File: src/ldc_defs.svh
// register offsets, field positions and reset values of the led drive configuration bank
// assumes a classic wishbone slave with 32-bit data, one word per register
//
// Notes on behaviour
// - led drivers a and b each take a 3-bit edge rate code, 0 slowest and 7 fastest, reset 0.
// - led drivers a and b each take a 4-bit coarse current code, reset 0, term 50.3 + 19.8 x code.
// - each driver's peak current target is coarse term times fine multiplier times scale factor.
// - driver b full-strength bit 13 resets to 1; clearing it selects low-power mode.
// - the fine trim register holds c at 15:11, b at 10:6, a at 4:0, each reset 0xc.
// - first slot pulse width is bits 12:8 in 1 us units, reset 3.
// - first slot pulse delay is bits 7:0 in 1 us units, reset 0x20, delay before the pulse.
// - driver a full-strength bit 13 resets to 1; clearing it gives one tenth current.
// - a 2-bit first slot driver select picks driver a to c with codes 1 to 3, code 0 float mode.
`ifndef LDC_DEFS_SVH
`define LDC_DEFS_SVH

// offsets are register indices; the byte address is four times the index
`define LDC_IDX_SLOT_SEL      8'h14
`define LDC_IDX_A_DRIVE       8'h23
`define LDC_IDX_B_DRIVE       8'h24
`define LDC_IDX_FINE          8'h25
`define LDC_IDX_SLOT_TIMING   8'h30
`define LDC_IDX_NONE          8'hff

`define LDC_RATE_HI           6
`define LDC_RATE_LO           4
`define LDC_COARSE_HI         3
`define LDC_COARSE_LO         0
`define LDC_STRENGTH_BIT      13
`define LDC_RSVD_ONE_BIT      12
`define LDC_FINE_C_HI         15
`define LDC_FINE_C_LO         11
`define LDC_FINE_B_HI         10
`define LDC_FINE_B_LO         6
`define LDC_FINE_A_HI         4
`define LDC_FINE_A_LO         0
`define LDC_WIDTH_HI          12
`define LDC_WIDTH_LO          8
`define LDC_DELAY_HI          7
`define LDC_DELAY_LO          0
`define LDC_SEL_HI            1
`define LDC_SEL_LO            0
`define LDC_LANE0_HI          7
`define LDC_LANE1_LO          8
`define LDC_LANES             2

`define LDC_RST_RATE          3'h0
`define LDC_RST_COARSE        4'h0
`define LDC_RST_STRENGTH      1'h1
`define LDC_RST_FINE          5'h0c
`define LDC_RST_WIDTH         5'h03
`define LDC_RST_DELAY         8'h20
`define LDC_RST_SEL           2'h1

`endif

File: src/ldc_pkg.sv
// types of the led drive configuration bank
// assumes ldc_defs.svh is compiled with it
package ldc_pkg;

    typedef enum logic [1:0] {
        LDC_SEL_FLOAT = 2'h0,
        LDC_SEL_A     = 2'h1,
        LDC_SEL_B     = 2'h2,
        LDC_SEL_C     = 2'h3
    } ldc_sel_t;

    typedef struct packed {
        logic [2:0]  a_rate;
        logic [3:0]  a_coarse;
        logic        a_full;
        logic [2:0]  b_rate;
        logic [3:0]  b_coarse;
        logic        b_full;
        logic [4:0]  a_fine;
        logic [4:0]  b_fine;
        logic [4:0]  c_fine;
        logic [4:0]  width;
        logic [7:0]  delay;
        ldc_sel_t    sel;
        logic        ack;
        logic [31:0] dat;
    } ldc_state_t;

endpackage

File: src/ldc_regs.sv
// led drive configuration bank behind a classic wishbone slave
// assumes a 40 mhz clk shared with the bus master and a synchronous active-low reset
// reserved bits are not stored; reads return their defaults
// ce low freezes every register, the bus handshake included
//
// The Wishbone slave port was left to the implementer.
`timescale 1ns/1ps
`include "ldc_defs.svh"

module ldc_regs
    import ldc_pkg::*;
#(
    parameter int ADDR_W = 10
) (
    // ------------------------------------------------------------
    // clock, reset and clock enable
    // ------------------------------------------------------------
    input  wire logic              clk,
    input  wire logic              rst_n,
    input  wire logic              ce,
    // ------------------------------------------------------------
    // wishbone slave
    // ------------------------------------------------------------
    input  wire logic [ADDR_W-1:0] wb_adr_i,
    input  wire logic [31:0]       wb_dat_i,
    input  wire logic [3:0]        wb_sel_i,
    input  wire logic              wb_we_i,
    input  wire logic              wb_cyc_i,
    input  wire logic              wb_stb_i,
    output logic [31:0]            wb_dat_o,
    output logic                   wb_ack_o,
    // ------------------------------------------------------------
    // drive settings of drivers a and b
    // ------------------------------------------------------------
    output logic [2:0]             led_a_edge_rate,
    output logic [3:0]             led_a_coarse_current,
    output logic                   led_a_full_strength,
    output logic [2:0]             led_b_edge_rate,
    output logic [3:0]             led_b_coarse_current,
    output logic                   led_b_full_strength,
    // ------------------------------------------------------------
    // fine trim multipliers
    // ------------------------------------------------------------
    output logic [4:0]             led_a_fine_trim,
    output logic [4:0]             led_b_fine_trim,
    output logic [4:0]             led_c_fine_trim,
    // ------------------------------------------------------------
    // first slot timing and driver
    // ------------------------------------------------------------
    output logic [4:0]             first_slot_pulse_width,
    output logic [7:0]             first_slot_pulse_delay,
    output logic [1:0]             first_slot_driver_select
);

    // ------------------------------------------------------------
    // parameter check
    // ------------------------------------------------------------
    if (ADDR_W < 8 || ADDR_W > 32) begin : g_bad_addr
        $error("ldc_regs: ADDR_W must lie in 8..32");
    end

    ldc_state_t s_r;
    ldc_state_t s_nxt;
    logic       req;
    logic [7:0] idx;
    logic       lo_we;
    logic       hi_we;
    logic [15:0] wd;
    localparam int IDX_W = ADDR_W - 2;
    logic [`LDC_LANES-1:0] lane_we;
    logic [IDX_W-1:0]      word_idx;

    // ------------------------------------------------------------
    // field map check
    // ------------------------------------------------------------
    // header and state struct must agree, or a field would be cut without notice
    localparam int RATE_W   = `LDC_RATE_HI - `LDC_RATE_LO + 1;
    localparam int COARSE_W = `LDC_COARSE_HI - `LDC_COARSE_LO + 1;
    localparam int FINE_W   = `LDC_FINE_A_HI - `LDC_FINE_A_LO + 1;
    localparam int WIDTH_W  = `LDC_WIDTH_HI - `LDC_WIDTH_LO + 1;
    localparam int DELAY_W  = `LDC_DELAY_HI - `LDC_DELAY_LO + 1;
    localparam int SEL_W    = `LDC_SEL_HI - `LDC_SEL_LO + 1;
    // bits of the b trim that arrive on lane 0; the rest arrive on lane 1
    localparam int B_SPLIT  = `LDC_LANE0_HI - `LDC_FINE_B_LO + 1;

    if (RATE_W != $bits(s_r.a_rate) || COARSE_W != $bits(s_r.a_coarse)) begin : g_bad_drive
        $error("ldc_regs: drive field map does not fit the state");
    end
    if (FINE_W != $bits(s_r.a_fine)
            || `LDC_FINE_B_HI - `LDC_FINE_B_LO + 1 != FINE_W
            || `LDC_FINE_C_HI - `LDC_FINE_C_LO + 1 != FINE_W) begin : g_bad_fine
        $error("ldc_regs: fine trim fields must share one width");
    end
    if (B_SPLIT < 1 || B_SPLIT >= FINE_W) begin : g_bad_split
        $error("ldc_regs: b trim must straddle the lane boundary");
    end
    if (WIDTH_W != $bits(s_r.width) || DELAY_W != $bits(s_r.delay)) begin : g_bad_timing
        $error("ldc_regs: slot timing field map does not fit the state");
    end
    if (SEL_W != $bits(s_r.sel)) begin : g_bad_sel
        $error("ldc_regs: driver select field map does not fit the state");
    end

    // ------------------------------------------------------------
    // bus decode
    // ------------------------------------------------------------
    // a request is taken once; ack high blocks a second take in its cycle
    assign req      = wb_cyc_i && wb_stb_i && !s_r.ack;
    assign word_idx = wb_adr_i[ADDR_W-1:2];
    // indices beyond the byte-wide map fold onto an unmapped code
    assign idx      = (word_idx > IDX_W'(`LDC_IDX_NONE)) ? `LDC_IDX_NONE : 8'(word_idx);
    // one strobe per byte lane; lanes 2 and 3 carry no register bits
    for (genvar ln = 0; ln < `LDC_LANES; ln++) begin : g_lane
        assign lane_we[ln] = req && wb_we_i && wb_sel_i[ln];
    end
    assign lo_we    = lane_we[0];
    assign hi_we    = lane_we[1];
    assign wd       = wb_dat_i[15:0];

    // ------------------------------------------------------------
    // next state
    // ------------------------------------------------------------
    // fields only store codes; the analog drivers turn them into current
    // reserved bits are not stored, software keeps them at default
    always_comb begin
        s_nxt     = s_r;
        s_nxt.ack = req;
        s_nxt.dat = 32'h0;
        unique case (idx)
            `LDC_IDX_A_DRIVE: begin
                if (lo_we) begin
                    s_nxt.a_rate   = wd[`LDC_RATE_HI:`LDC_RATE_LO];
                    s_nxt.a_coarse = wd[`LDC_COARSE_HI:`LDC_COARSE_LO];
                end
                if (hi_we) begin
                    s_nxt.a_full = wd[`LDC_STRENGTH_BIT];
                end
                s_nxt.dat[`LDC_STRENGTH_BIT]             = s_r.a_full;
                s_nxt.dat[`LDC_RSVD_ONE_BIT]             = 1'b1;
                s_nxt.dat[`LDC_RATE_HI:`LDC_RATE_LO]     = s_r.a_rate;
                s_nxt.dat[`LDC_COARSE_HI:`LDC_COARSE_LO] = s_r.a_coarse;
            end
            `LDC_IDX_B_DRIVE: begin
                if (lo_we) begin
                    s_nxt.b_rate   = wd[`LDC_RATE_HI:`LDC_RATE_LO];
                    s_nxt.b_coarse = wd[`LDC_COARSE_HI:`LDC_COARSE_LO];
                end
                if (hi_we) begin
                    s_nxt.b_full = wd[`LDC_STRENGTH_BIT];
                end
                s_nxt.dat[`LDC_STRENGTH_BIT]             = s_r.b_full;
                s_nxt.dat[`LDC_RSVD_ONE_BIT]             = 1'b1;
                s_nxt.dat[`LDC_RATE_HI:`LDC_RATE_LO]     = s_r.b_rate;
                s_nxt.dat[`LDC_COARSE_HI:`LDC_COARSE_LO] = s_r.b_coarse;
            end
            `LDC_IDX_FINE: begin
                // field b straddles both byte lanes, so each lane updates its own bits
                if (lo_we) begin
                    s_nxt.a_fine      = wd[`LDC_FINE_A_HI:`LDC_FINE_A_LO];
                    s_nxt.b_fine[B_SPLIT-1:0] = wd[`LDC_LANE0_HI:`LDC_FINE_B_LO];
                end
                if (hi_we) begin
                    s_nxt.b_fine[FINE_W-1:B_SPLIT] = wd[`LDC_FINE_B_HI:`LDC_LANE1_LO];
                    s_nxt.c_fine      = wd[`LDC_FINE_C_HI:`LDC_FINE_C_LO];
                end
                s_nxt.dat[`LDC_FINE_C_HI:`LDC_FINE_C_LO] = s_r.c_fine;
                s_nxt.dat[`LDC_FINE_B_HI:`LDC_FINE_B_LO] = s_r.b_fine;
                s_nxt.dat[`LDC_FINE_A_HI:`LDC_FINE_A_LO] = s_r.a_fine;
            end
            `LDC_IDX_SLOT_TIMING: begin
                if (hi_we) begin
                    s_nxt.width = wd[`LDC_WIDTH_HI:`LDC_WIDTH_LO];
                end
                if (lo_we) begin
                    s_nxt.delay = wd[`LDC_DELAY_HI:`LDC_DELAY_LO];
                end
                s_nxt.dat[`LDC_WIDTH_HI:`LDC_WIDTH_LO] = s_r.width;
                s_nxt.dat[`LDC_DELAY_HI:`LDC_DELAY_LO] = s_r.delay;
            end
            `LDC_IDX_SLOT_SEL: begin
                if (lo_we) begin
                    s_nxt.sel = ldc_sel_t'(wd[`LDC_SEL_HI:`LDC_SEL_LO]);
                end
                s_nxt.dat[`LDC_SEL_HI:`LDC_SEL_LO] = s_r.sel;
            end
            default: begin
                // unmapped words ack, ignore writes and read zero
            end
        endcase
    end

    // ------------------------------------------------------------
    // registers
    // ------------------------------------------------------------
    always_ff @(posedge clk) begin
        if (!rst_n) begin
            s_r          <= '0;
            s_r.a_rate   <= `LDC_RST_RATE;
            s_r.b_rate   <= `LDC_RST_RATE;
            s_r.a_coarse <= `LDC_RST_COARSE;
            s_r.b_coarse <= `LDC_RST_COARSE;
            s_r.a_full   <= `LDC_RST_STRENGTH;
            s_r.b_full   <= `LDC_RST_STRENGTH;
            s_r.a_fine   <= `LDC_RST_FINE;
            s_r.b_fine   <= `LDC_RST_FINE;
            s_r.c_fine   <= `LDC_RST_FINE;
            s_r.width    <= `LDC_RST_WIDTH;
            s_r.delay    <= `LDC_RST_DELAY;
            s_r.sel      <= ldc_sel_t'(`LDC_RST_SEL);
        end else if (ce) begin
            s_r <= s_nxt;
        end
    end

    // ------------------------------------------------------------
    // outputs
    // ------------------------------------------------------------
    assign wb_ack_o                 = s_r.ack;
    assign wb_dat_o                 = s_r.dat;
    assign led_a_edge_rate          = s_r.a_rate;
    assign led_a_coarse_current     = s_r.a_coarse;
    assign led_a_full_strength      = s_r.a_full;
    assign led_b_edge_rate          = s_r.b_rate;
    assign led_b_coarse_current     = s_r.b_coarse;
    assign led_b_full_strength      = s_r.b_full;
    assign led_a_fine_trim          = s_r.a_fine;
    assign led_b_fine_trim          = s_r.b_fine;
    assign led_c_fine_trim          = s_r.c_fine;
    assign first_slot_pulse_width   = s_r.width;
    assign first_slot_pulse_delay   = s_r.delay;
    assign first_slot_driver_select = s_r.sel;

endmodule

File: config.mk
export PLATFORM = sky130hd
export DESIGN_NAME = ldc_regs
export DESIGN_NICKNAME = d
export VERILOG_FILES = /design/src/ldc_pkg.sv /design/src/ldc_regs.sv
export VERILOG_INCLUDE_DIRS = /design/src
export SDC_FILE = /design/constraint.sdc
export NUM_CORES = 1
export LEC_CHECK = 0
export ABC_AREA = 1
export BUFFER_PORTS_ARGS = -buffer_cell sky130_fd_sc_hd__buf_2
export CORE_MARGIN = 8
export CORE_UTILIZATION = 26
export CTS_CLUSTER_DIAMETER = 60
export DETAILED_ROUTE_END_ITERATION = 8
export MAX_ROUTING_LAYER = met4
export PLACE_DENSITY_LB_ADDON = 0.2
export SLEW_MARGIN = 30
export SYNTH_ARGS = -nofsm -noshare
export SYNTH_HDL_FRONTEND = slang
export SYNTH_SLANG_ARGS = --single-unit
File: constraint.sdc
create_clock -name clk -period 3.2 [get_ports clk]
set_input_delay 0.96 -clock clk [delete_from_list [all_inputs] [get_ports clk]]
set_output_delay 0.96 -clock clk [all_outputs]
set_load 0.01 [all_outputs]
# [Yosys cells after proc, flatten, opt, wreduce, memory -nomap -nowiden]
# Cells that the tools add are included.
# Widths: inputs -> output; s select.
[classes] reduce_logical=16 eq_ne=5 magnitude_cmp=1 muxes=9
[ops] cell="$eq 8x6->1 const B" count=4
[ops] cell="$reduce_and 3->1" count=9
[ops] cell="$pmux 3 s4" count=1
[ops] cell="$pmux 2 s5" count=1
[ops] cell="$pmux 5 s2" count=1
[ops] cell="$pmux 1 s3" count=3
[ops] cell="$eq 8x5->1 const B" count=1
[ops] cell="$gt 8x8->1 const B" count=1
[ops] cell="$mux 8" count=1
[ops] cell="$logic_and 1x1->1" count=5
[ops] cell="$pmux 1 s4" count=1
[ops] cell="$mux 2" count=1
[ops] cell="$reduce_or 2->1" count=1
[ops] cell="$logic_not 1->1" count=1
[word_totals] out_inout_bits=79 ff_bits=63 input_bits=52

# [Logic depth before layout (Yosys ltp)]
[logic_depth] ltp_word=5 mapped_depth=10 ltp_nobuf=9

# [Worst setup path after synthesis]
# OpenSTA, ideal clock, no wires.
[synth_timing] path_kind="in2reg" startpoint="in wb_adr_i[5]" endpoint="reg s_r, in the netlist led_a_fine_trim[0]" stages=9 path_buffers=1 slack_ns=1.134 t_required_ns=3.069 arrival_time_ns=1.935 path_cell_list="inv_1 > nand2_1 > nor2_2 > nand2_2 > inv_2 > nand2_1 > clkbuf_1 > o21ai_0 > a21oi_1"
[synth_between] elab_chain_len=4
[synth_lines] item="start: declaration" line_no="ldc_regs.sv:24" rtl="input wire logic [ADDR_W-1:0] wb_adr_i,"
[synth_lines] item="$gt 8x8->1" line_no="ldc_regs.sv:111" rtl="assign idx = (word_idx > IDX_W'(`LDC_IDX_NONE)) ? `LDC_IDX_NONE : 8'(word_idx);"
[synth_lines] item="$mux 8 (*)" line_no="ldc_regs.sv:111"
[synth_lines] item="$eq 8x6->1 (*)" line_no="ldc_regs.sv:129" rtl="unique case (idx)"
[synth_lines] item="$reduce_and 3->1 (no line) (*)"
[synth_lines] item="end signal: assignment" line_no="ldc_regs.sv:211" rtl="s_r <= s_nxt;"
[synth_lines] item="end: declaration" line_no="ldc_regs.sv:62" rtl="ldc_state_t s_r;"
# Mark *: on every way between the ends. The rest lies on a longest branch, timed or not.
# A chain may end at the register's enable or synchronous reset.

# [Worst setup path after layout]
[layout_timing] startpoint="in wb_adr_i[5]" endpoint="reg s_r, in the netlist led_b_fine_trim[0]"
# Same word-level chain as after synthesis.

==> impl_metrics.py <==
metrics = {
    "run_status": {
        "status": "finished, final reports clean",
    },
    "timing": {
        "setup_violations": 0,
        "hold_viol": 0,
        "slew_headroom_pct": 55.5,
        "slew_violations": 0,
        "finalCritPeriodShare_pct": 69.3,
        "grt_setup_unrepaired": "false",
        "skew_ns": 0.00822,
        "max_freq_ghz": 0.451,
        "worst_pin_slew_ns": 0.664,
        "tns_ns": 0,
        "fin_crit_ns": 2.22,
    },
    "critical_path": {
        "cp-start-kind": "primary input",
        "crit_family": "simple AND/OR/NAND/NOR gates",
        "path_class": "in2reg",
        "crit_chain": "buf_2, inv_1, nand2_1, nor2_2, nand2_2, inv_2, nand2_1, inv_1, o21ai_0, a21oi_1",
        "endpoint_kind": "flip-flop",
        "slowest_stage": "nand2_1",
        "cp.buffers_inverters": 4,
        "worstPathArrival_ns": 2.49,
        "path_max_fanout": 11,
        "slowest_delay_ns": 0.31,
        "cp_data_required_time_ns": 3.48,
    },
    "global_route": {
        "grt_first_pass_wirelength_um": 15600,
        "grt_pass1_vias": 2878,
        "antenna_found_initial": 0,
        "grt_max_degree": 46,
        "grtUsageTotal_pct": 14.2,
        "overflow": 0,
    },
    "floorplanning": {
        "dieHeight_um": 120,
        "rows": 38,
        "die_w_um": 120,
        "die-area_mm2": 0.0144,
        "initial_core_util_pct": 26.4,
        "io_pins": 131,
        "fp.coreArea_mm2": 0.0107,
    },
    "placement": {
        "gp_congestion": 0.809,
        "hpwl_um": 7340,
        "postPlaceCellArea_mm2": 0.00339,
        "dp_cells": 618,
        "numPortBuffers": 94,
    },
    "synthesis": {
        "synth_area_mm2": 0.00282,
        "yosysMostFrequentCell": "nand2_1",
        "ys.flop_type": "dfxtp_1",
        "syn-mean-instance-area_um2": 7.23,
        "ys_ff_latch": 63,
        "netlist.area_leader.share_pct": 44.7,
        "synth_cells": 390,
        "yosysTopAreaCell": "dfxtp_1",
        "postSynth.asyncResetShare_pct": 0,
        "ys_types": 26,
        "yosys-top-cells-count": "69 x nand2_1, 63 x dfxtp_1, 46 x o21ai_0, 39 x inv_1, 38 x a21oi_1",
        "synth_edf_count": 0,
        "yosysWarnings": 0,
        "synthTopCellsByArea": "dfxtp_1 45%, nand2_1 9.2%, o21ai_0 8.2%",
        "ys_seq_area_share_pct": 44.7,
    },
    "power_and_ir_drop": {
        "p_clk_share_pct": 45.6,
        "ir_drop_uv": 229,
        "switching_share_pct": 24.4,
        "p_per_area_mw_per_mm2": 462,
        "share_comb_of_total_power_pct": 6.7,
        "power_frac_seq_pct": 47.7,
        "p_int_uw": 1260,
        "switchingPower_uw": 406,
        "p_leak_uw": 0.00176,
    },
    "detailed_routing": {
        "vias_per_cell": 4.46,
        "detail_route.first_pass.iterations": 5,
        "routed_wl_um": 9840,
        "detail-route-antenna-nets": 0,
        "drc": 0,
        "drtIter0Drc": 146,
        "avgRoutedWirePerCell_um": 15.5,
        "num_vias": 2823,
    },
    "clock_network": {
        "clk_pin_slew_ns": 0.08,
        "worstSkewPairLatency_ns": 0.34,
        "clock-sinks": 63,
        "cts_buffers": 9,
        "ctsResizeCount": 0,
        "postCtsSetupRepairBufs": 0,
        "cts_hold_buf": 0,
        "htree_levels": 3,
        "clock_path_buffers": 2,
        "cts_tree": "done",
        "root_buffer": "clkbuf_8",
    },
    "final_layout": {
        "final_cell_area_mm2": 0.00360,
        "multi_input_area_mm2": 0.00125,
        "diodes": 0,
        "syn2layout_area_growth_pct": 27.8,
        "stdcell_count": 633,
        "drive_above_1_share_pct": 27.4,
        "register_area_mm2": 0.00126,
        "fillers": 1220,
        "fin_nets": 541,
    },
    "run": {
        "maxCapViolCount": 0,
    },
    "hold_path": {
        "hp-class": "reg2reg",
    },
}
-- state kept, by name (all words and copies together), names as in the netlist --
register,cells
led_b_edge_rate,3
led_b_coarse_current,4
led_a_coarse_current,4
led_a_full_strength,1
first_slot_pulse_width,5
led_a_fine_trim,5
first_slot_pulse_delay,8
led_b_full_strength,1
first_slot_driver_select,2
led_b_fine_trim,5
wb_dat_o,16
wb_ack_o,1
led_a_edge_rate,3
led_c_fine_trim,5
-- per-stage QoR --
stage                     hold WS (ns)  total power, uW  util [%]  worst slack [ns]
after floorplan                  0.483              886         -              1.13
after global placement           0.457              925      31.7             0.638
after detailed placement         0.452              926      31.7             0.609
after CTS                        0.464             1690      33.7             0.968
after global routing             0.479             1750      33.7             0.817
final                            0.464             1660      33.7             0.983
-- path summary, 6_finish.rpt --
check	slack (ns)	to	from	cells past startpoint
worst min-delay path	0.46	wb_dat_o[12]	wb_dat_o[12]	2
worst max register to register	1.48	led_c_fine_trim[1]	wb_ack_o	7
worst max-delay path	0.98	led_b_fine_trim[0]	wb_adr_i[5]	10
worst min register to register	0.46	wb_dat_o[12]	wb_dat_o[12]	2
-- cells by family after synthesis --
family          count (synthesis)  share of synthesized area (%)
other cells                     1                          0.133
flops                          63                           44.7
buf+inv                        77                           13.1
compound gates                102                           19.3
simple gates                  147                           22.8
-- area by class of cell --
cell class | instances | share of cell area (%)
inverters | 48 | 5.00
clock buffers | 9 | 3.44
well taps | 140 | 4.86
repair buffers | 102 | 14.7
multi-input cells | 265 | 34.6
flip-flops and latches | 63 | 35.0
clock inverters | 6 | 2.40
-- routing by layer --
metal | vias up | global-route usage [%] | part of all wire (%)
met5 | - | - | 0
met4 | 0 | 5.15 | 1.7
met3 | 14 | 3.15 | 5.8
met2 | 87 | 21.9 | 45
met1 | 1270 | 18.0 | 48
li1 | 1452 | - | -
-- worst min-delay path, cell delays in order, from the launching register on --
cell and delay (ns):
dfxtp_1 0.31, nand2_1 0.06, a21oi_1 0.05
-- power by group through the flow --
| stage | logic, uW | registers, uW | clock network [uW] |
|---|---|---|---|
| after floorplan | 69.6 | 816 | 0 |
| after global placement | 112 | 812 | 0 |
| after detailed placement | 113 | 813 | 0 |
| after global routing | 126 | 795 | 826 |
| final | 112 | 794 | 759 |
| after CTS | 113 | 794 | 782 |
-- placed cells by master, fill, tap and decap left out, types with 2 or more instances in the layout --
cell / netlist / layout
inv_2: 7 / 7
nor2_4: 2 / 2
buf_4: 17 / 8
nand2_1: 69 / 69
clkinv_2: 0 / 2
bufinv_16: 0 / 2
conb_1: 1 / 16
clkinv_1: 2 / 2
o21ai_0: 46 / 46
nand3_1: 34 / 34
o22ai_1: 3 / 3
a211oi_1: 2 / 2
buf_2: 1 / 94
dfxtp_1: 63 / 63
inv_1: 39 / 39
clkbuf_8: 0 / 9
nor2_1: 30 / 30
a21oi_1: 38 / 38
nor2_2: 4 / 4
o21ai_1: 3 / 3
nor3_1: 3 / 3
o211ai_1: 8 / 8
nand2_2: 3 / 3
No activity file was read; power rests on OpenSTA's default activity.
